[src/hdl/sdm_defs.vh]
`ifndef SDM_DEFS_VH
`define SDM_DEFS_VH
// Register byte offsets
`define SDM_ADDR_CTRL 12'h000
`define SDM_ADDR_DIRECT 12'h004
`define SDM_ADDR_STATUS 12'h008
`define SDM_ADDR_COUNT 12'h00c
`define SDM_ADDR_COIL 12'h010
// Control register fields
`define SDM_CTRL_EDGE 0
`define SDM_CTRL_DIRECT 1
`define SDM_CTRL_RES_LSB 4
`define SDM_CTRL_RES_MSB 7
`define SDM_CTRL_RESET 32'h00000000
// Direct coil word fields: coil A [8:0], coil B [24:16], 9-bit signed
`define SDM_DIR_A_MSB 8
`define SDM_DIR_B_LSB 16
`define SDM_DIR_B_MSB 24
`define SDM_DIRECT_RESET 32'h00000000
// Microstep counter
`define SDM_CNT_W 10
`define SDM_CNT_RESET 10'h000
`define SDM_COS_OFFSET 10'h100
// Resolution codes: 0 = 256 microsteps ... 8 = fullstep
`define SDM_RES_MAX 4'h8
// Serial frame length in bits
`define SDM_FRAME_BITS 6'h28
`endif

[src/hdl/sdm_sequencer.v]
// What this block does
// Edge bit clear counts rising step edges; set counts both edges.
// Travel-sense level sampled on each active edge picks direction.
// Resolution selectable: fullstep or 2 to 256 microsteps.
// Sense low increments counter, high decrements, by resolution step size.
// Counter drives sine and cosine lookup for both coil targets.
// In direct mode serially supplied coil values go straight to coils.
// Interface-select low gives standalone straps; high enables serial.
// Power-stage disable high floats all motor outputs.
// Controller drives chip select low for each serial transaction.
// Serial data out driven only while selected, else released.
// Strap toggle/tristate detection only in standalone mode.
// Internal oscillator when clock pin low, else external clock.
// Load-speed feature off while its enable input is low.
// Load-speed gate input accepted; readiness reported on ready output.
// Under near-stall load the velocity drops and status is fed back.
// Each serial frame shifts 40 bits out and 40 bits in.
// Step and sense inputs synchronised before edge detection.
// Microstep counter wraps at the end of its range.
`timescale 1ns/1ps
`include "sdm_defs.vh"
module sdm_sequencer (
	input wire clk, // 40 MHz system clock
	input wire rst_n, // Synchronous reset, active low
	input wire psel, // APB select
	input wire penable, // APB access phase
	input wire pwrite, // APB write
	input wire [11:0] paddr, // APB byte address
	input wire [31:0] pwdata, // APB write data
	output reg [31:0] prdata, // APB read data
	output reg pready, // APB ready
	output reg pslverr, // APB error on unmapped address
	input wire step_in, // Step pulses
	input wire travel_sense, // Direction level
	input wire interface_select, // High selects serial interface
	input wire power_stage_disable_n, // High switches power stage off
	input wire serial_select_n_or_strap3, // Chip select or strap
	input wire serial_clock_or_strap2, // Serial clock or strap
	input wire serial_in_or_strap1, // Serial data in or strap
	input wire serial_out_or_strap0_in, // Strap level on shared pin
	output reg serial_out_or_strap0_out, // Serial data out
	output reg serial_out_or_strap0_oe, // Output enable of data out
	input wire load_speed_enable_in, // Load-speed enable or strap
	input wire load_speed_gate_in, // Axis gating or strap
	input wire stall_near, // Load near stall from load sensing
	output reg load_speed_ready_out, // Load-speed ready
	output reg step_hold, // Step slowdown request
	input wire ext_clock_present, // External clock detected on clock pin
	output reg clock_source_ext, // Clock source select
	output reg power_stage_on, // Power stage enable
	output reg strap_detect_en, // Strap toggle detection enable
	output reg signed [8:0] coil_a, // Coil A current target
	output reg signed [8:0] coil_b // Coil B current target
);
	reg [31:0] ctrl;
	reg [31:0] direct;
	reg [`SDM_CNT_W-1:0] count;
	reg [1:0] step_sync;
	reg [1:0] sense_sync;
	reg step_prev;
	reg [2:0] sck_sync;
	reg [1:0] cs_sync;
	reg [1:0] sdi_sync;
	reg [5:0] bit_cnt;
	reg [39:0] shift_in;
	reg [39:0] shift_out;
	reg [39:0] frame_word;
	reg frame_done;
	reg stall_seen;
	reg [6:0] strap_level;
	reg [31:0] next_prdata;
	reg next_slverr;
	wire signed [8:0] sin_val;
	wire signed [8:0] cos_val;
	wire step_rise;
	wire step_fall;
	wire active_edge;
	wire [3:0] res_code;
	wire [3:0] res_eff;
	wire [`SDM_CNT_W-1:0] step_size;
	wire serial_mode;
	wire selected;
	wire sck_rise;
	wire sck_fall;
	wire load_speed_on;
	wire apb_wr;
	wire apb_rd;

	assign serial_mode = interface_select;
	// Second stage feeds edge logic; first stage is never looked at directly
	assign step_rise = step_sync[1] & ~step_prev;
	assign step_fall = ~step_sync[1] & step_prev;
	assign active_edge = step_rise | (ctrl[`SDM_CTRL_EDGE] & step_fall);
	// Codes above fullstep saturate to fullstep
	assign res_code = ctrl[`SDM_CTRL_RES_MSB:`SDM_CTRL_RES_LSB];
	assign res_eff = (res_code > `SDM_RES_MAX) ? `SDM_RES_MAX : res_code;
	assign step_size = 10'h001 << res_eff;
	assign selected = serial_mode & ~cs_sync[1];
	assign sck_rise = sck_sync[1] & ~sck_sync[2];
	assign sck_fall = ~sck_sync[1] & sck_sync[2];
	assign load_speed_on = serial_mode & load_speed_enable_in;
	assign apb_wr = psel & penable & pwrite;
	assign apb_rd = psel & ~penable & ~pwrite;

	// Sine and cosine share one table; cosine is a quarter turn ahead
	sdm_sine_lut u_sin (
		.phase(count),
		.value(sin_val)
	);
	sdm_sine_lut u_cos (
		.phase(count + `SDM_COS_OFFSET),
		.value(cos_val)
	);

	// Step and sense synchronisers; both share one delay so direction stays aligned
	always @(posedge clk) begin
		if (!rst_n) begin
			step_sync <= 2'h0;
			sense_sync <= 2'h0;
		end else begin
			step_sync <= {step_sync[0], step_in};
			sense_sync <= {sense_sync[0], travel_sense};
		end
	end

	// Edge reference; reset low matches the idle step level, so no false edge
	always @(posedge clk) begin
		if (!rst_n) begin
			step_prev <= 1'b0;
		end else begin
			step_prev <= step_sync[1];
		end
	end

	// Serial pin synchronisers; chip select resets to deselected
	always @(posedge clk) begin
		if (!rst_n) begin
			sck_sync <= 3'h0;
			cs_sync <= 2'h3;
			sdi_sync <= 2'h0;
		end else begin
			sck_sync <= {sck_sync[1:0], serial_clock_or_strap2};
			cs_sync <= {cs_sync[0], serial_select_n_or_strap3};
			sdi_sync <= {sdi_sync[0], serial_in_or_strap1};
		end
	end

	// Microstep counter; natural 10-bit overflow gives the wrap
	always @(posedge clk) begin
		if (!rst_n) begin
			count <= `SDM_CNT_RESET;
		end else if (active_edge && !step_hold) begin
			if (!sense_sync[1]) begin
				count <= count + step_size;
			end else begin
				count <= count - step_size;
			end
		end
	end

	// Serial shifter: sample on clock rise, shift out on fall, 40 bits a frame
	always @(posedge clk) begin
		if (!rst_n) begin
			bit_cnt <= 6'h00;
			shift_in <= 40'h0;
			shift_out <= 40'h0;
			frame_word <= 40'h0;
			frame_done <= 1'b0;
		end else begin
			frame_done <= 1'b0;
			if (!selected) begin
				bit_cnt <= 6'h00;
				shift_out <= {8'h00, 6'h00, count, 6'h00, stall_seen, load_speed_ready_out,
					power_stage_on, serial_mode, 6'h00};
			end else if (sck_rise) begin
				shift_in <= {shift_in[38:0], sdi_sync[1]};
				if (bit_cnt == `SDM_FRAME_BITS - 6'h01) begin
					bit_cnt <= 6'h00;
					frame_word <= {shift_in[38:0], sdi_sync[1]};
					frame_done <= 1'b1;
				end else begin
					bit_cnt <= bit_cnt + 6'h01;
				end
			end else if (sck_fall) begin
				shift_out <= {shift_out[38:0], 1'b0};
			end
		end
	end

	// Control register; only a whole-word write at its own offset changes it
	always @(posedge clk) begin
		if (!rst_n) begin
			ctrl <= `SDM_CTRL_RESET;
		end else if (apb_wr && paddr == `SDM_ADDR_CTRL) begin
			ctrl <= pwdata;
		end
	end

	// Direct coil word; a serial frame wins over an APB write in the same cycle
	always @(posedge clk) begin
		if (!rst_n) begin
			direct <= `SDM_DIRECT_RESET;
		end else if (frame_done && ctrl[`SDM_CTRL_DIRECT]) begin
			direct <= frame_word[31:0];
		end else if (apb_wr && paddr == `SDM_ADDR_DIRECT) begin
			direct <= pwdata;
		end
	end

	// Slowdown request; only gated axes hold their steps
	always @(posedge clk) begin
		if (!rst_n) begin
			step_hold <= 1'b0;
		end else begin
			step_hold <= load_speed_on & stall_near & load_speed_gate_in;
		end
	end

	// Ready drops while the load is near stall
	always @(posedge clk) begin
		if (!rst_n) begin
			load_speed_ready_out <= 1'b0;
		end else begin
			load_speed_ready_out <= load_speed_on & ~stall_near;
		end
	end

	// Sticky stall flag for the controller; set wins over read clear
	always @(posedge clk) begin
		if (!rst_n) begin
			stall_seen <= 1'b0;
		end else if (load_speed_on && stall_near) begin
			stall_seen <= 1'b1;
		end else if (psel && penable && !pwrite && paddr == `SDM_ADDR_STATUS) begin
			stall_seen <= 1'b0;
		end
	end

	// Strap levels latched only in standalone mode; serial mode keeps the last ones
	always @(posedge clk) begin
		if (!rst_n) begin
			strap_level <= 7'h00;
		end else if (!serial_mode) begin
			strap_level <= {power_stage_disable_n, load_speed_gate_in, load_speed_enable_in,
				serial_select_n_or_strap3, serial_clock_or_strap2, serial_in_or_strap1,
				serial_out_or_strap0_in};
		end
	end

	// Data out and its enable; released while deselected so others may drive the line
	always @(posedge clk) begin
		if (!rst_n) begin
			serial_out_or_strap0_out <= 1'b0;
			serial_out_or_strap0_oe <= 1'b0;
		end else begin
			serial_out_or_strap0_out <= selected & shift_out[39];
			serial_out_or_strap0_oe <= selected;
		end
	end

	// Clock source follows the clock pin; the switch itself sits outside this block
	always @(posedge clk) begin
		if (!rst_n) begin
			clock_source_ext <= 1'b0;
		end else begin
			clock_source_ext <= ext_clock_present;
		end
	end

	// Power stage enable; disable high floats the bridge outputs
	always @(posedge clk) begin
		if (!rst_n) begin
			power_stage_on <= 1'b0;
		end else begin
			power_stage_on <= ~power_stage_disable_n;
		end
	end

	// Strap detection only makes sense when no controller drives the pins
	always @(posedge clk) begin
		if (!rst_n) begin
			strap_detect_en <= 1'b0;
		end else begin
			strap_detect_en <= ~serial_mode;
		end
	end

	// Coil targets: zero while disabled, else the direct word or the table
	always @(posedge clk) begin
		if (!rst_n) begin
			coil_a <= 9'h000;
			coil_b <= 9'h000;
		end else begin
			if (power_stage_disable_n) begin
				coil_a <= 9'h000;
				coil_b <= 9'h000;
			end else if (ctrl[`SDM_CTRL_DIRECT]) begin
				coil_a <= direct[`SDM_DIR_A_MSB:0];
				coil_b <= direct[`SDM_DIR_B_MSB:`SDM_DIR_B_LSB];
			end else begin
				coil_a <= sin_val;
				coil_b <= cos_val;
			end
		end
	end

	// APB read mux; no wait state, as reads come from a register loaded in setup
	always @* begin
		next_prdata = 32'h0;
		next_slverr = 1'b0;
		case (paddr)
			`SDM_ADDR_CTRL: next_prdata = ctrl;
			`SDM_ADDR_DIRECT: next_prdata = direct;
			`SDM_ADDR_STATUS: next_prdata = {21'h0, strap_level, stall_seen, load_speed_ready_out,
				power_stage_on, serial_mode};
			`SDM_ADDR_COUNT: next_prdata = {22'h0, count};
			`SDM_ADDR_COIL: next_prdata = {7'h0, coil_b, 7'h0, coil_a};
			default: next_slverr = 1'b1;
		endcase
	end

	// Ready in the first access cycle; no further wait states are added
	always @(posedge clk) begin
		if (!rst_n) begin
			pready <= 1'b0;
		end else begin
			pready <= psel & ~penable;
		end
	end

	// Error travels with ready so the master sees both at one edge
	always @(posedge clk) begin
		if (!rst_n) begin
			pslverr <= 1'b0;
		end else begin
			pslverr <= psel & ~penable & next_slverr;
		end
	end

	// Read data captured in setup so it stands through the access cycle
	always @(posedge clk) begin
		if (!rst_n) begin
			prdata <= 32'h0;
		end else if (apb_rd) begin
			prdata <= next_prdata;
		end
	end
endmodule

[src/hdl/sdm_sine_lut.v]
`timescale 1ns/1ps
// Quarter-wave sine from a small table with linear interpolation
module sdm_sine_lut (
	input wire [9:0] phase, // Counter phase, 1024 per electrical turn
	output reg signed [8:0] value // Signed coil current target
);
	reg [7:0] quarter;
	reg [7:0] mag;
	reg [7:0] lo;
	reg [7:0] hi;
	reg [8:0] diff;
	reg [11:0] prod;
	// Table of 17 points over a quarter wave; interpolation keeps it tiny
	function [7:0] pt;
		input [4:0] i;
		begin
			case (i)
				5'h00: pt = 8'h00; 5'h01: pt = 8'h19; 5'h02: pt = 8'h31; 5'h03: pt = 8'h4a;
				5'h04: pt = 8'h61; 5'h05: pt = 8'h78; 5'h06: pt = 8'h8e; 5'h07: pt = 8'ha2;
				5'h08: pt = 8'hb5; 5'h09: pt = 8'hc7; 5'h0a: pt = 8'hd4; 5'h0b: pt = 8'he1;
				5'h0c: pt = 8'heb; 5'h0d: pt = 8'hf4; 5'h0e: pt = 8'hfa; 5'h0f: pt = 8'hfd;
				default: pt = 8'hff;
			endcase
		end
	endfunction
	// Mirror odd quadrants, negate the second half turn
	always @* begin
		quarter = phase[8] ? ~phase[7:0] : phase[7:0];
		lo = pt({1'b0, quarter[7:4]});
		hi = pt({1'b0, quarter[7:4]} + 5'h01);
		diff = {1'b0, hi} - {1'b0, lo};
		// Product kept at 12 bits; an 8-bit context would drop its top bits
		prod = {4'h0, diff[7:0]} * {8'h00, quarter[3:0]};
		mag = lo + prod[11:4];
		value = phase[9] ? -$signed({1'b0, mag}) : $signed({1'b0, mag});
	end
endmodule

[config.mk]
export PLATFORM = sky130hd
export DESIGN_NAME = sdm_sequencer
export DESIGN_NICKNAME = d
export VERILOG_FILES = /design/src/hdl/sdm_sequencer.v /design/src/hdl/sdm_sine_lut.v
export VERILOG_INCLUDE_DIRS = /design/src /design/src/hdl
export SDC_FILE = /design/constraint.sdc
export NUM_CORES = 1
export LEC_CHECK = 0
export BUFFER_PORTS_ARGS = -buffer_cell sky130_fd_sc_hd__buf_2
export CAP_MARGIN = 20
export CORE_ASPECT_RATIO = 0.8
export CORE_MARGIN = 8
export CORE_UTILIZATION = 60
export DETAILED_ROUTE_END_ITERATION = 8
export PLACE_DENSITY = 0.8
export SLEW_MARGIN = 20
export SYNTH_ARGS = -nofsm -noshare
export SYNTH_HDL_FRONTEND = slang
export SYNTH_SLANG_ARGS = --single-unit
export TNS_END_PERCENT = 50
[constraint.sdc]
create_clock -name clk -period 20.2 [get_ports clk]
set_input_delay 4.04 -clock clk [delete_from_list [all_inputs] [get_ports clk]]
set_output_delay 4.04 -clock clk [all_outputs]
set_load 0.01 [all_outputs]
# Yosys cells after proc, flatten, opt, wreduce, memory -nomap -nowiden
# Memories as Yosys holds them, arrays and structs flattened.
# Index checks and enable logic that the tools add are counted.
[op_classes]
add_sub_neg = 12
mul = 2
order_cmp = 1
n_eq_ne = 7
shift = 1
muxes = 21
bitwise = 31
n_reduce_logical = 21
[op_table]
columns = ["operator", "n"]
rows = [
  ["32-bit case mux with 5 select lines", 1],
  ["26-bit 2-to-1 mux", 3],
  ["32-bit 2-to-1 mux", 2],
  ["9-bit 2-to-1 mux", 4],
  ["8-bit 2-to-1 mux", 4],
  ["12-bit by 4-bit equality test with 1-bit output, second input constant", 2],
  ["8-bit by 4-bit multiplier with 12-bit output", 2],
  ["8-bit negator with 9-bit output", 2],
  ["8-bit adder", 2],
  ["1-bit AND", 16],
  ["8-bit NOT", 2],
  ["8-bit subtractor", 2],
  ["12-bit by 3-bit equality test with 1-bit output, second input constant", 1],
  ["12-bit by 5-bit equality test with 1-bit output, second input constant", 1],
  ["12-bit zero test", 1],
  ["1-bit NOT", 12],
  ["10-bit adder", 1],
  ["10-bit by 9-bit adder with 10-bit output, second input constant", 1],
  ["4-bit by 1-bit adder with 5-bit output, second input constant", 2],
  ["10-bit 2-to-1 mux", 1],
  ["1-bit by 4-bit << shifter with 10-bit output, first input constant", 1],
  ["10-bit subtractor", 1],
  ["1-bit logical AND", 8],
  ["2-bit AND reduction", 4],
  ["other kinds (14)", 20],
]
[word_totals]
ff_bits = 257
mem_bits_ro = 512
inputBits = 61
word_cells = 129
mem_count = 4
[memory_table]
columns = ["name", "words", "width", "rd", "rd_clocked_by_memory_dff", "write_ports", "line_no", "text"]
rows = [
  ["(no name shown)", 16, 8, 1, 0, 0, "sdm_sine_lut.v:17", "case (i)"],
  ["(no name shown)", 16, 8, 1, 0, 0, "sdm_sine_lut.v:17", ""],
  ["(no name shown)", 16, 8, 1, 0, 0, "sdm_sine_lut.v:17", ""],
  ["(no name shown)", 16, 8, 1, 0, 0, "sdm_sine_lut.v:17", ""],
]

# Logic depth before layout (Yosys ltp)
# Gate-level depths: netlist (run 1).
# An unclocked memory read counts as a cell.
[depth]
depth_word = 12
ltp_mapped = 37

# Cells and area by module
# A second synthesis (run 1) with hierarchy kept.
[unflattened]
cells_unflattened = 1929
area_unflattened_um2 = 15552.4
[modules_own_cells]
columns = ["module", "instances", "cells_each", "area_each_um2", "seq_area_each_um2"]
rows = [
  ["sdm_sequencer", 1, 1270, 10726.5, 5144.9],
  ["sdm_sine_lut at u_cos", 1, 352, 2612.5, 0.0],
  ["sdm_sine_lut at u_sin", 1, 307, 2213.4, 0.0],
]

# Worst setup path after synthesis (run 1)
# Ideal clock, no wire load.
[synth_timing]
path_kind = "reg2reg"
from = "register count[8]"
to = "register coil_b[8]"
setup_time_ns = 0.117
arrival_time_ns = 7.527
slack_ns = 12.556
path_stages_with_launch = 36
n_path_buf = 3
period_less_slack_ns = 7.644
cell_sequence = "dfxtp_1 buf_2 buf_6 xor2_2 buf_2 inv_1 ha_1 xnor2_1 mux4_2 a21o_1 ha_1 nor2b_1 o21ai_0 a21oi_1 o21ai_0 nand2_1 xnor2_1 nor2_1 fa_1 inv_1 fa_1 inv_1 ha_1 a21oi_1 nor2b_1 a41o_1 o21a_1 nor2_1 ha_1 and2_1 a311o_1 a21oi_1 xnor2_1 nor4_1 nand3_1 a32o_1"
[synth_between]
elab_chain_len = 11
word_cells_on_any_way = 12
cone_classes = "add/sub: 5; mul: 1; mux: 4; memory: 2"
[synth_lines]
columns = ["element", "line_no", "text"]
rows = [
  ["start, declared", "sdm_sequencer.v:57", "reg [`SDM_CNT_W-1:0] count;"],
  ["start signal, assigned", "sdm_sequencer.v:151", "count <= `SDM_CNT_RESET;"],
  ["start signal, assigned", "sdm_sequencer.v:154", "count <= count + step_size;"],
  ["start signal, assigned", "sdm_sequencer.v:156", "count <= count - step_size;"],
  ["10-bit by 9-bit adder with 10-bit output (no source line) (*)", "-", ""],
  ["8-bit 2-to-1 mux", "sdm_sine_lut.v:28", "quarter = phase[8] ? ~phase[7:0] : phase[7:0];"],
  ["4-bit by 1-bit adder with 5-bit output", "sdm_sine_lut.v:30", "hi = pt({1'b0, quarter[7:4]} + 5'h01);"],
  ["memory 16 x 8 bit", "-", ""],
  ["8-bit 2-to-1 mux", "sdm_sine_lut.v:17", ""],
  ["8-bit subtractor", "sdm_sine_lut.v:31", "diff = {1'b0, hi} - {1'b0, lo};"],
  ["8-bit by 4-bit multiplier with 12-bit output", "sdm_sine_lut.v:33", "prod = {4'h0, diff[7:0]} * {8'h00, quarter[3:0]};"],
  ["8-bit adder", "sdm_sine_lut.v:34", "mag = lo + prod[11:4];"],
  ["8-bit negator with 9-bit output", "sdm_sine_lut.v:35", "value = phase[9] ? -$signed({1'b0, mag}) : $signed({1'b0, mag});"],
  ["9-bit 2-to-1 mux (*)", "sdm_sine_lut.v:35", ""],
  ["9-bit 2-to-1 mux (*)", "sdm_sequencer.v:297", "end else if (ctrl[`SDM_CTRL_DIRECT]) begin"],
  ["end signal, assigned", "sdm_sequencer.v:299", "coil_b <= direct[`SDM_DIR_B_MSB:`SDM_DIR_B_LSB];"],
  ["end signal, assigned", "sdm_sequencer.v:302", "coil_b <= cos_val;"],
  ["end, declared", "sdm_sequencer.v:53", "output reg signed [8:0] coil_b"],
]
# Mark *: on every way between the ends. The rest lies on a longest branch, timed or not.
# A chain may end at the register's enable or synchronous reset.

# Final worst setup path (run 1)
[layout_timing]
from = "register count[5]"
to = "register coil_b[8]"
[layout_between]
elab_chain_len = 12
word_cells_on_any_way = 13
cone_classes = "add/sub: 5; mul: 1; mux: 4; bitwise: 1; memory: 2"
[layout_lines]
columns = ["element", "line_no"]
rows = [
  ["10-bit by 9-bit adder with 10-bit output (no source line) (*)", "-"],
  ["8-bit NOT", "sdm_sine_lut.v:28"],
  ["8-bit 2-to-1 mux", "sdm_sine_lut.v:28"],
  ["4-bit by 1-bit adder with 5-bit output", "sdm_sine_lut.v:30"],
  ["memory 16 x 8 bit", "-"],
  ["8-bit 2-to-1 mux", "sdm_sine_lut.v:17"],
  ["8-bit subtractor", "sdm_sine_lut.v:31"],
  ["8-bit by 4-bit multiplier with 12-bit output", "sdm_sine_lut.v:33"],
  ["8-bit adder", "sdm_sine_lut.v:34"],
  ["8-bit negator with 9-bit output", "sdm_sine_lut.v:35"],
  ["9-bit 2-to-1 mux (*)", "sdm_sine_lut.v:35"],
  ["9-bit 2-to-1 mux (*)", "sdm_sequencer.v:297"],
]
# Marked as above.

==> results of run 1 <==
[cells by family (layout without fill, tap and decap cells)]
logic type / count (synthesis) / after routing / share of synthesized area (%)
and+or+nand+nor: 776 / 776 / 22.3
AOI/OAI and AO/OA: 466 / 466 / 20.2
DFF: 257 / 257 / 34.5
buffers and inverters: 209 / 262 / 5.43
adders and majority gates: 112 / 112 / 10.8
xor gates and xnor gates: 66 / 66 / 4.22
muxes: 32 / 32 / 2.58
other: 0 / 1 / 0
[power breakdown]
| part | leakage [nW] | internal, mW | switching (mW) |
|---|---|---|---|
| registers | 2.08 | 0.520 | 0.00965 |
| clock network | 0.407 | 0.266 | 0.195 |
| logic | 4.17 | 0.541 | 0.670 |
[state kept, by name (all words and copies together) (netlist names), 2 cells and up]
signal,flops
sense_sync,2
frame_word,32
prdata,32
shift_in,31
shift_out,34
coil_a,9
step_sync,2
count,10
direct,32
strap_level,7
cs_sync,2
ctrl,32
coil_b,9
sdi_sync,2
sck_sync,3
bit_cnt,6
[final cells by class]
cell class | instances | area, µm²
diodes | 1 | 2.50
clock buffers | 39 | 779
clock inverters | 6 | 47.5
fillers | 2055 | 7970
inverters | 78 | 295
multi-input cells | 1452 | 8990
flip-flops and latches | 257 | 5150
well taps | 318 | 398
repair buffers | 139 | 746
[placed cells by master, fill, tap and decap left out, types with 6 or more instances in the layout]
cell type / n
clkbuf_8: 8
or3_1: 6
a22o_1: 15
o21a_1: 22
nand2_1: 407
nor2_1: 171
a311oi_1: 45
inv_1: 74
buf_4: 20
o31ai_1: 7
nand4_1: 6
o21ai_0: 61
nand3_1: 60
and3_1: 6
fa_1: 27
and2_1: 23
mux2i_1: 26
a21o_1: 22
a21oi_1: 200
or2_2: 10
ha_1: 85
a31oi_1: 6
a211o_1: 7
a22oi_1: 8
clkbuf_16: 26
dfxtp_1: 256
o22ai_1: 7
nor3_1: 24
buf_2: 119
nand2b_1: 23
a211oi_1: 8
xnor2_1: 41
a222oi_1: 11
xor2_1: 18
nor2b_1: 11
[path summary, 6_finish.rpt]
| path | from | endpoint |
|---|---|---|
| worst min register to register | sdi_sync[0]$_SDFF_PN0_ | sdi_sync[1]$_SDFF_PN0_ |
| worst max register to register | count[5]$_SDFFE_PN0P_ | coil_b[8]$_SDFF_PP0_ |
| worst min-delay path | sdi_sync[0]$_SDFF_PN0_ | sdi_sync[1]$_SDFF_PN0_ |
| worst max-delay path | count[5]$_SDFFE_PN0P_ | coil_b[8]$_SDFF_PP0_ |
[stage by stage]
stage	hold WS, ns	power, mW
2_1_floorplan	0.386	1.52
3_3_place_gp	0.396	1.68
3_5_place_dp	0.403	1.71
4_1_cts	0.439	2.20
5_1_grt	0.452	2.38
6_report	0.438	2.20
[metal layers]
metal	global-route usage (%)	share of wire [%]	wire (µm)
met2	41.7	44	18100
met4	7.73	2.8	1120
met5	0	0.027	11
met3	3.72	8.3	3360
met1	37.0	45	18100
==> flow_metrics.env, run 1 <==
export IMPL_cts_buffer_depth=3
export IMPL_tritoncts_num_buffers=26
export IMPL_rrSetupSlack_ns=11.39
export IMPL_crit_type="flip-flop to flip-flop"
export IMPL_ys_warn_count=0
export IMPL_drt_initial_drc_count=1336
export IMPL_io_pins=120
export IMPL_drive_gt1_share_pct=11.3
export IMPL_ir_drop_mv=0.253
export IMPL_post_route_period_util_pct=43.6
export IMPL_gr_usage_all_layers_pct=26.4
export IMPL_stdcell_area_um2=16400
export IMPL_grt_overflow=0
export IMPL_cp_max_fo=15
export IMPL_maxCapViolCount=0
export IMPL_antenna_found_initial=2
export IMPL_cts_setup_buffers=0
export IMPL_nets=2127
export IMPL_clk_latency_ns=0.54
export IMPL_placed_cells=2244
export IMPL_power_density_nw_per_um2=134
export IMPL_synth_most_common_cell="nand2_1"
export IMPL_via_per_inst=6.04
export IMPL_worstPathArrival_ns=9.22
export IMPL_critPathMaxStageDelay_ns=0.63
export IMPL_worst_pin_slew_ns=1.09
export IMPL_worstHoldPathCells=1
export IMPL_synth_top_area_share_pct=34.5
export IMPL_cts_sinks=257
export IMPL_fin_setup_tns_ns=0
export IMPL_die_h_um=157
export IMPL_area_growth_pct=10.1
export IMPL_routed_wl_um=40700
export IMPL_syn_inst=1918
export IMPL_required_ns=20.61
export IMPL_synth_edf_count=0
export IMPL_ys_seq_area_share_pct=34.5
export IMPL_slew_headroom_pct=26.7
export IMPL_die_w_um=192
export IMPL_syn_area_per_cell_um2=7.77
export IMPL_synth_async_reset_ratio_pct=0
export IMPL_critPathTopFamily="adder cells"
export IMPL_root_buffer="clkbuf_16"
export IMPL_drc=0
export IMPL_ys_top_cells_by_count="nand2_1 (409), dfxtp_1 (257), a21oi_1 (200)"
export IMPL_clock_fmax_mhz=114
export IMPL_yosysUniqueCellTypes=75
export IMPL_yosys_area_top_type="dfxtp_1"
export IMPL_cp_slowest_cell="xor2_2"
export IMPL_rows=51
export IMPL_syn_num_nets=2091
export IMPL_synth_area_leaders="dfxtp_1 (35%), nand2_1 (10%), ha_1 (7.1%)"
export IMPL_detail_route_antenna_nets=0
export IMPL_num_vias=13800
export IMPL_port_buffers=119
export IMPL_die_area_um2=30200
export IMPL_placeableCoreArea_um2=24400
export IMPL_drt_wirelength_per_cell_um=17.8
export IMPL_setup_viol=0
export IMPL_grt_max_degree=98
export IMPL_startpoint_type="flip-flop"
export IMPL_cp_num_buf_inv=3
export IMPL_hold_viol=0
export IMPL_hp_class="flip-flop to flip-flop"
export IMPL_crit_cells=32
export IMPL_place_ws_ns=11.55
export IMPL_cts_htree_levels=1
export IMPL_rsz0062_at_grt="false"
export IMPL_setup_slack_ns=11.39
export IMPL_ctsHoldBuffers=0
export IMPL_initial_core_util_pct=61.1
export IMPL_clkTransAtPathRegs_ns=0.06
export IMPL_layout_cells_non_filler=2290
export IMPL_final_max_slew_violation_count=0
export IMPL_grt_first_pass_wirelength_um=66000
export IMPL_post_dp_cell_area_um2=15600
export IMPL_crit_top_cell="ha_1"
export IMPL_p_leak_nw=6.66
export IMPL_firstDrtPassIters=7
export IMPL_synth_area_um2=14900
export IMPL_fin_util_pct=67.3
export IMPL_end_kind="flip-flop"
export IMPL_synth_top_flop_cell="dfxtp_1"
export IMPL_hpwl_um=29000
export IMPL_ys_ff_latch=257
export IMPL_final_setup_skew_ns=0.0239
export IMPL_fin_crit_ns=8.81
export IMPL_gp_congestion=0.912
export IMPL_cts_resized_gates=0
export IMPL_cts_tree="done"
export IMPL_status="completed"
export IMPL_ff2ff_path_depth=32
export IMPL_grt_pass1_vias=12900
Note: power is estimated with default switching activity, not from simulation.
==> run 2, diff against run 1 <==
--- a/config.mk
+++ b/config.mk
@@ -10,9 +10,9 @@
 export CAP_MARGIN = 20
 export CORE_ASPECT_RATIO = 0.8
 export CORE_MARGIN = 8
-export CORE_UTILIZATION = 60
+export CORE_UTILIZATION = 55
 export DETAILED_ROUTE_END_ITERATION = 8
-export PLACE_DENSITY = 0.8
+export PLACE_DENSITY = 0.77
 export SLEW_MARGIN = 20
 export SYNTH_ARGS = -nofsm -noshare
 export SYNTH_HDL_FRONTEND = slang
==> constraint.sdc (replaced) <==
create_clock -name clk -period 8 [get_ports clk]
set_input_delay 1.6 -clock clk [delete_from_list [all_inputs] [get_ports clk]]
set_output_delay 1.6 -clock clk [all_outputs]
set_load 0.01 [all_outputs]
==> run 2 against run 1 <==
Net effect: final cell count rose by 2.8%; total power increased to 2.6 times the previous value; register-to-register slack worse by 11 ns; critical path depth increased by 1; via count increased by 0.38%; maximum frequency up 14%; sequential share of layout area decreased by 0.68 points; clock power rose to 2.6 times the previous value; routed wire length rose by 3.1%; sequential power grew to 2.5 times the previous value; flip-flop and latch count unchanged; clock skew down 0.0070 ns.
==> flow_metrics.env, run 2 (synthesis results as in run 1) <==
export IMPL_ff2ff_path_depth=33
export IMPL_p_leak_nw=6.83
export IMPL_startpoint_type="flip-flop"
export IMPL_clock_fmax_mhz=130
export IMPL_power_total_mw=5.70
export IMPL_tritoncts_num_buffers=25
export IMPL_p_sw_share_pct=40.4
export IMPL_grt_max_degree=109
export IMPL_power_switching_mw=2.31
export IMPL_drt_wirelength_per_cell_um=17.8
export IMPL_cts_sinks=257
export IMPL_rsz0062_at_grt="true"
export IMPL_rr_endpoint="coil_a[7]$_SDFF_PP0_"
export IMPL_reg2reg_from="count[8]$_SDFFE_PN0P_"
export IMPL_hold_ws_ns=0.407
export IMPL_initial_core_util_pct=55.3
export IMPL_critPathMaxStageDelay_ns=0.53
export IMPL_ctsHoldBuffers=0
export IMPL_comb_power_share_pct=55.8
export IMPL_gr_usage_all_layers_pct=24.9
export IMPL_hpwl_um=30600
export IMPL_final_setup_skew_ns=0.0169
export IMPL_hp_class="flip-flop to flip-flop"
export IMPL_nFillCells=2326
export IMPL_cts_htree_levels=1
export IMPL_placed_cells=2304
export IMPL_clkTransAtPathRegs_ns=0.07
export IMPL_end_kind="flip-flop"
export IMPL_largest_reg_flops=34
export IMPL_sequentialPowerShare_pct=23.5
export IMPL_layout_cells_non_filler=2355
export IMPL_port_buffers=119
export IMPL_final_cell_mix="nand2_1 (408), dfxtp_1 (255), a21oi_1 (199)"
export IMPL_worstPathArrival_ns=8.13
export IMPL_worst_pin_slew_ns=1.11
export IMPL_gp_congestion=0.924
export IMPL_regMostFlops="shift_out"
export IMPL_power_density_nw_per_um2=340
export IMPL_num_vias=13900
export IMPL_startpoint="count[8]$_SDFFE_PN0P_"
export IMPL_antenna_found_initial=2
export IMPL_cp_max_fo=10
export IMPL_final_max_slew_violation_count=0
export IMPL_nets=2143
export IMPL_die_h_um=163
export IMPL_crit_end="coil_a[7]$_SDFF_PP0_"
export IMPL_io_pins=120
export IMPL_firstDrtPassIters=6
export IMPL_routed_wl_um=41900
export IMPL_crit_type="flip-flop to flip-flop"
export IMPL_cts_tree="done"
export IMPL_die_w_um=200
export IMPL_placeableCoreArea_um2=27000
export IMPL_clk_latency_ns=0.54
export IMPL_rows=54
export IMPL_grt_overflow=0
export IMPL_die_area_um2=32600
export IMPL_pwr_share_clk_pct=20.8
export IMPL_status="completed"
export IMPL_drc=0
export IMPL_fin_setup_tns_ns=0
export IMPL_rrSetupSlack_ns=0.30
export IMPL_grt_first_pass_wirelength_um=66900
export IMPL_post_route_period_util_pct=96.2
export IMPL_fin_crit_ns=7.70
export IMPL_via_per_inst=5.90
export IMPL_drive_gt1_share_pct=13.0
export IMPL_drt_initial_drc_count=1411
export IMPL_cts_buffer_depth=3
export IMPL_p_int_mw=3.40
export IMPL_hold_viol=0
export IMPL_maxCapViolCount=0
export IMPL_root_buffer="clkbuf_16"
export IMPL_required_ns=8.43
export IMPL_final_common_cell="nand2_1"
export IMPL_grt_pass1_vias=13000
export IMPL_ir_drop_mv=0.865
export IMPL_slew_headroom_pct=26.1
export IMPL_cp_slowest_cell="fa_1"
export IMPL_area_growth_pct=12.7
export IMPL_detail_route_antenna_nets=0
export IMPL_setup_viol=0
## run 2: worst max-delay path: cells and delay by family (launching register included)
| kind | cells | cell delay, ns |
|---|---|---|
| AND/OR/NAND/NOR | 6 | 0.75 |
| XOR/XNOR | 4 | 0.92 |
| adder cells (fa/ha/maj) | 6 | 2.28 |
| multiplexers | 1 | 0.15 |
| AO/OA/AOI/OAI | 12 | 2.71 |
| flip-flops | 1 | 0.44 |
| buffers and inverters | 4 | 0.35 |
## run 2: power by group through the flow
stage | Combinational, mW | Clock (mW) | Sequential (mW)
CTS | 3.07 | 1.20 | 1.34
floorplan | 2.47 | 0 | 1.36
global placement | 2.93 | 0 | 1.36
finish | 3.18 | 1.18 | 1.34
global route | 3.56 | 1.25 | 1.34
detailed placement | 3.03 | 0 | 1.37
## run 2: how the worst min path moves through the flow
stage                          start               endpoint  slack [ns]  cells past startpoint
3_5_place_dp   cs_sync[0]$_SDFF_PN1_  cs_sync[1]$_SDFF_PN1_        0.39                      1
5_1_grt        cs_sync[0]$_SDFF_PN1_  cs_sync[1]$_SDFF_PN1_        0.42                      1
2_1_floorplan  cs_sync[0]$_SDFF_PN1_  cs_sync[1]$_SDFF_PN1_        0.39                      1
4_1_cts        cs_sync[0]$_SDFF_PN1_  cs_sync[1]$_SDFF_PN1_        0.41                      1
6_report       cs_sync[0]$_SDFF_PN1_  cs_sync[1]$_SDFF_PN1_        0.41                      1
3_3_place_gp   cs_sync[0]$_SDFF_PN1_  cs_sync[1]$_SDFF_PN1_        0.39                      1
## run 2: cell type report
cell class	instances	area [µm²]	area share, %
timing repair buffer	156	892	5.31
inverter	78	295	1.76
sequential	257	5150	30.7
multi-input combinational	1452	9160	54.6
clock inverter	11	98.8	0.589
tap	364	455	2.71
clock buffer	34	729	4.35
antenna	3	7.51	0.0447
## run 2: layer usage
layer	global-route usage (%)	up-vias	share of wire, %
li1	-	6693	-
met3	4.76	67	9.0
met2	37.1	553	43
met5	0.154	-	0
met4	7.51	0	2.5
met1	35.8	6577	45
## run 2: per-stage QoR
| stage | area [µm²] | worst slack, ns | util [%] |
|---|---|---|---|
| global route | 16800 | -0.0751 | 62.3 |
| global placement | 15700 | 0.203 | 58.3 |
| floorplan | 14900 | 0.356 | - |
| finish | 16800 | 0.302 | 62.3 |
| detailed placement | 15700 | 0.0215 | 58.4 |
| CTS | 16600 | 0.117 | 61.5 |
## run 2: repair_timing
action,CTS,global route
gates resized for setup,1,30
pin swaps,0,1
buffers inserted,0,2
setup endpoints to repair,3,9
==> run 3, diff against run 2 <==
--- a/config.mk
+++ b/config.mk
@@ -9,9 +9,9 @@
 export BUFFER_PORTS_ARGS = -buffer_cell sky130_fd_sc_hd__buf_2
 export CAP_MARGIN = 20
 export CORE_ASPECT_RATIO = 0.8
-export CORE_MARGIN = 8
 export CORE_UTILIZATION = 55
 export DETAILED_ROUTE_END_ITERATION = 8
+export HOLD_SLACK_MARGIN = 0.15
 export PLACE_DENSITY = 0.77
 export SLEW_MARGIN = 20
 export SYNTH_ARGS = -nofsm -noshare
==> constraint.sdc (replaced) <==
create_clock -name clk -period 6.26 [get_ports clk]
set_input_delay 1.252 -clock clk [delete_from_list [all_inputs] [get_ports clk]]
set_output_delay 1.252 -clock clk [all_outputs]
set_load 0.01 [all_outputs]
==> run 3 against run 2 <==
Net effect: critical endpoint unchanged; flip-flop and latch count is the same; combinational power is 150% higher; critical path depth rose by 1; die area shrank 15%; clock power is 32% higher; global-route usage is 7.4 points higher; clock skew up 0.012 ns; worst setup slack lost 1.1 ns; total power up 95%; the run now ends with negative setup slack left; largest power group unchanged; sequential power grew 28%; via count is 8.1% higher; count of clock-buffer cells in the layout up 2.
==> flow_metrics.env, run 3 (synthesis results as in run 1) <==
export IMPL_status="finished with violations"
export IMPL_violations="negative setup slack"
export IMPL_clk_latency_ns=0.55
export IMPL_final_common_cell="nand2_1"
export IMPL_routed_wl_um=46500
export IMPL_cts_tree="done"
export IMPL_die_w_um=186
export IMPL_drc=0
export IMPL_cts_htree_levels=1
export IMPL_rsz0062_at_grt="true"
export IMPL_num_vias=15000
export IMPL_port_buffers=119
export IMPL_hpwl_um=32100
export IMPL_crit_end="coil_a[7]$_SDFF_PP0_"
export IMPL_final_setup_skew_ns=0.0286
export IMPL_die_h_um=149
export IMPL_slew_headroom_pct=27.7
export IMPL_gp_congestion=0.936
export IMPL_root_buffer="clkbuf_16"
export IMPL_antenna_found_initial=1
export IMPL_clkTransAtPathRegs_ns=0.07
export IMPL_drt_initial_drc_count=1534
export IMPL_final_max_slew_violation_count=0
export IMPL_rr_endpoint="coil_a[7]$_SDFF_PP0_"
export IMPL_hold_ws_ns=0.430
export IMPL_fin_crit_ns=7.10
export IMPL_regMostFlops="shift_out"
export IMPL_largest_reg_flops=34
export IMPL_cp_max_fo=7
export IMPL_ir_drop_mv=1.32
export IMPL_p_leak_nw=7.97
export IMPL_ctsHoldBuffers=0
export IMPL_fin_setup_tns_ns=-7.16
export IMPL_hold_path_startpoint="cs_sync[0]$_SDFF_PN1_"
export IMPL_startpoint_type="flip-flop"
export IMPL_firstDrtPassIters=6
export IMPL_post_route_period_util_pct=113
export IMPL_maxCapViolCount=0
export IMPL_nets=2337
export IMPL_hold_viol=0
export IMPL_ff2ff_path_depth=34
export IMPL_area_growth_pct=28.9
export IMPL_crit_type="flip-flop to flip-flop"
export IMPL_cts_sinks=257
export IMPL_initial_core_util_pct=56.3
export IMPL_worstPathArrival_ns=7.55
export IMPL_io_pins=120
export IMPL_reg2reg_from="count[8]$_SDFFE_PN0P_"
export IMPL_grt_max_degree=81
export IMPL_critPathMaxStageDelay_ns=0.51
export IMPL_end_kind="flip-flop"
export IMPL_setup_viol=16
export IMPL_required_ns=6.71
export IMPL_power_density_nw_per_um2=578
export IMPL_rrSetupSlack_ns=-0.84
export IMPL_grt_first_pass_wirelength_um=71400
export IMPL_grt_pass1_vias=13800
export IMPL_worst_pin_slew_ns=1.08
export IMPL_clock_fmax_mhz=141
export IMPL_via_per_inst=5.91
export IMPL_rows=53
export IMPL_final_cell_mix="nand2_1 (398), dfxtp_1 (253), buf_4 (210)"
export IMPL_die_area_um2=27800
export IMPL_gr_usage_all_layers_pct=32.3
export IMPL_hp_class="flip-flop to flip-flop"
export IMPL_setup_slack_ns=-0.840
export IMPL_drt_wirelength_per_cell_um=18.3
export IMPL_drive_gt1_share_pct=26.8
export IMPL_placeableCoreArea_um2=26500
export IMPL_cts_buffer_depth=3
export IMPL_startpoint="count[8]$_SDFFE_PN0P_"
export IMPL_grt_overflow=0
export IMPL_detail_route_antenna_nets=0
export IMPL_crit_top_cell="buf_6"
export IMPL_tritoncts_num_buffers=25
export IMPL_cp_slowest_cell="fa_1"
run 3: critical path: cells and delay by family, from the launching register on:
kind	cells	cell delay (ns)
AOI/OAI and AO/OA	11	2.43
muxes	1	0.19
buffers and inverters	8	0.79
xor gates and xnor gates	3	0.68
adders and majority gates	6	2.05
DFF	1	0.42
and+or+nand+nor	5	0.43
run 3: worst min-delay path by stage:
| stage | end | cells after the start |
|---|---|---|
| after detailed placement | cs_sync[1]$_SDFF_PN1_ | 1 |
| after CTS | cs_sync[1]$_SDFF_PN1_ | 1 |
| after floorplan | cs_sync[1]$_SDFF_PN1_ | 1 |
| final | cs_sync[1]$_SDFF_PN1_ | 1 |
| after global routing | sense_sync[1]$_SDFF_PN0_ | 1 |
| after global placement | cs_sync[1]$_SDFF_PN1_ | 1 |
run 3: metrics by stage:
stage                     power [mW]  std cells  worst slack [ns]  cell area, µm²  utilization, %
after floorplan                 5.28       1918            -0.665           15300               -
after global placement          7.08       2459            -0.725           17300            65.5
after detailed placement        7.25       2459            -0.873           17300            65.5
after CTS                       9.63       2528            -0.675           18700            70.7
after global routing            11.7       2540             -1.15           19200            72.5
final                           11.1       2542            -0.840           19200            72.6
run 3: area by class of cell:
class,count,area [µm²]
clock inverters,9,119
diodes,3,7.51
repair buffers,350,2450
well taps,357,447
multi-input cells,1452,9980
clock buffers,36,727
fillers,1956,7260
inverters,78,313
flip-flops and latches,257,5150
run 3: where the power goes:
group          total [mW]  internal, mW  switching (mW)
clock network        1.56         0.897           0.660
logic                7.84          4.11            3.73
registers            1.71          1.68          0.0311
run 3: metal layers:
| layer | vias to the layer above | wire length (µm) | GRT usage (%) |
|---|---|---|---|
| li1 | 7085 | - | - |
| met3 | 115 | 3830 | 5.64 |
| met4 | 0 | 1510 | 9.59 |
| met2 | 636 | 20400 | 48.9 |
| met5 | - | 0 | 0 |
| met1 | 7175 | 20800 | 46.7 |
run 3: what timing repair did:
item,CTS,global route
cloned,0,0
pin swaps,91,93
endpoints found under the setup margin,16,16
buffers inserted,25,11
resized for setup,80,80
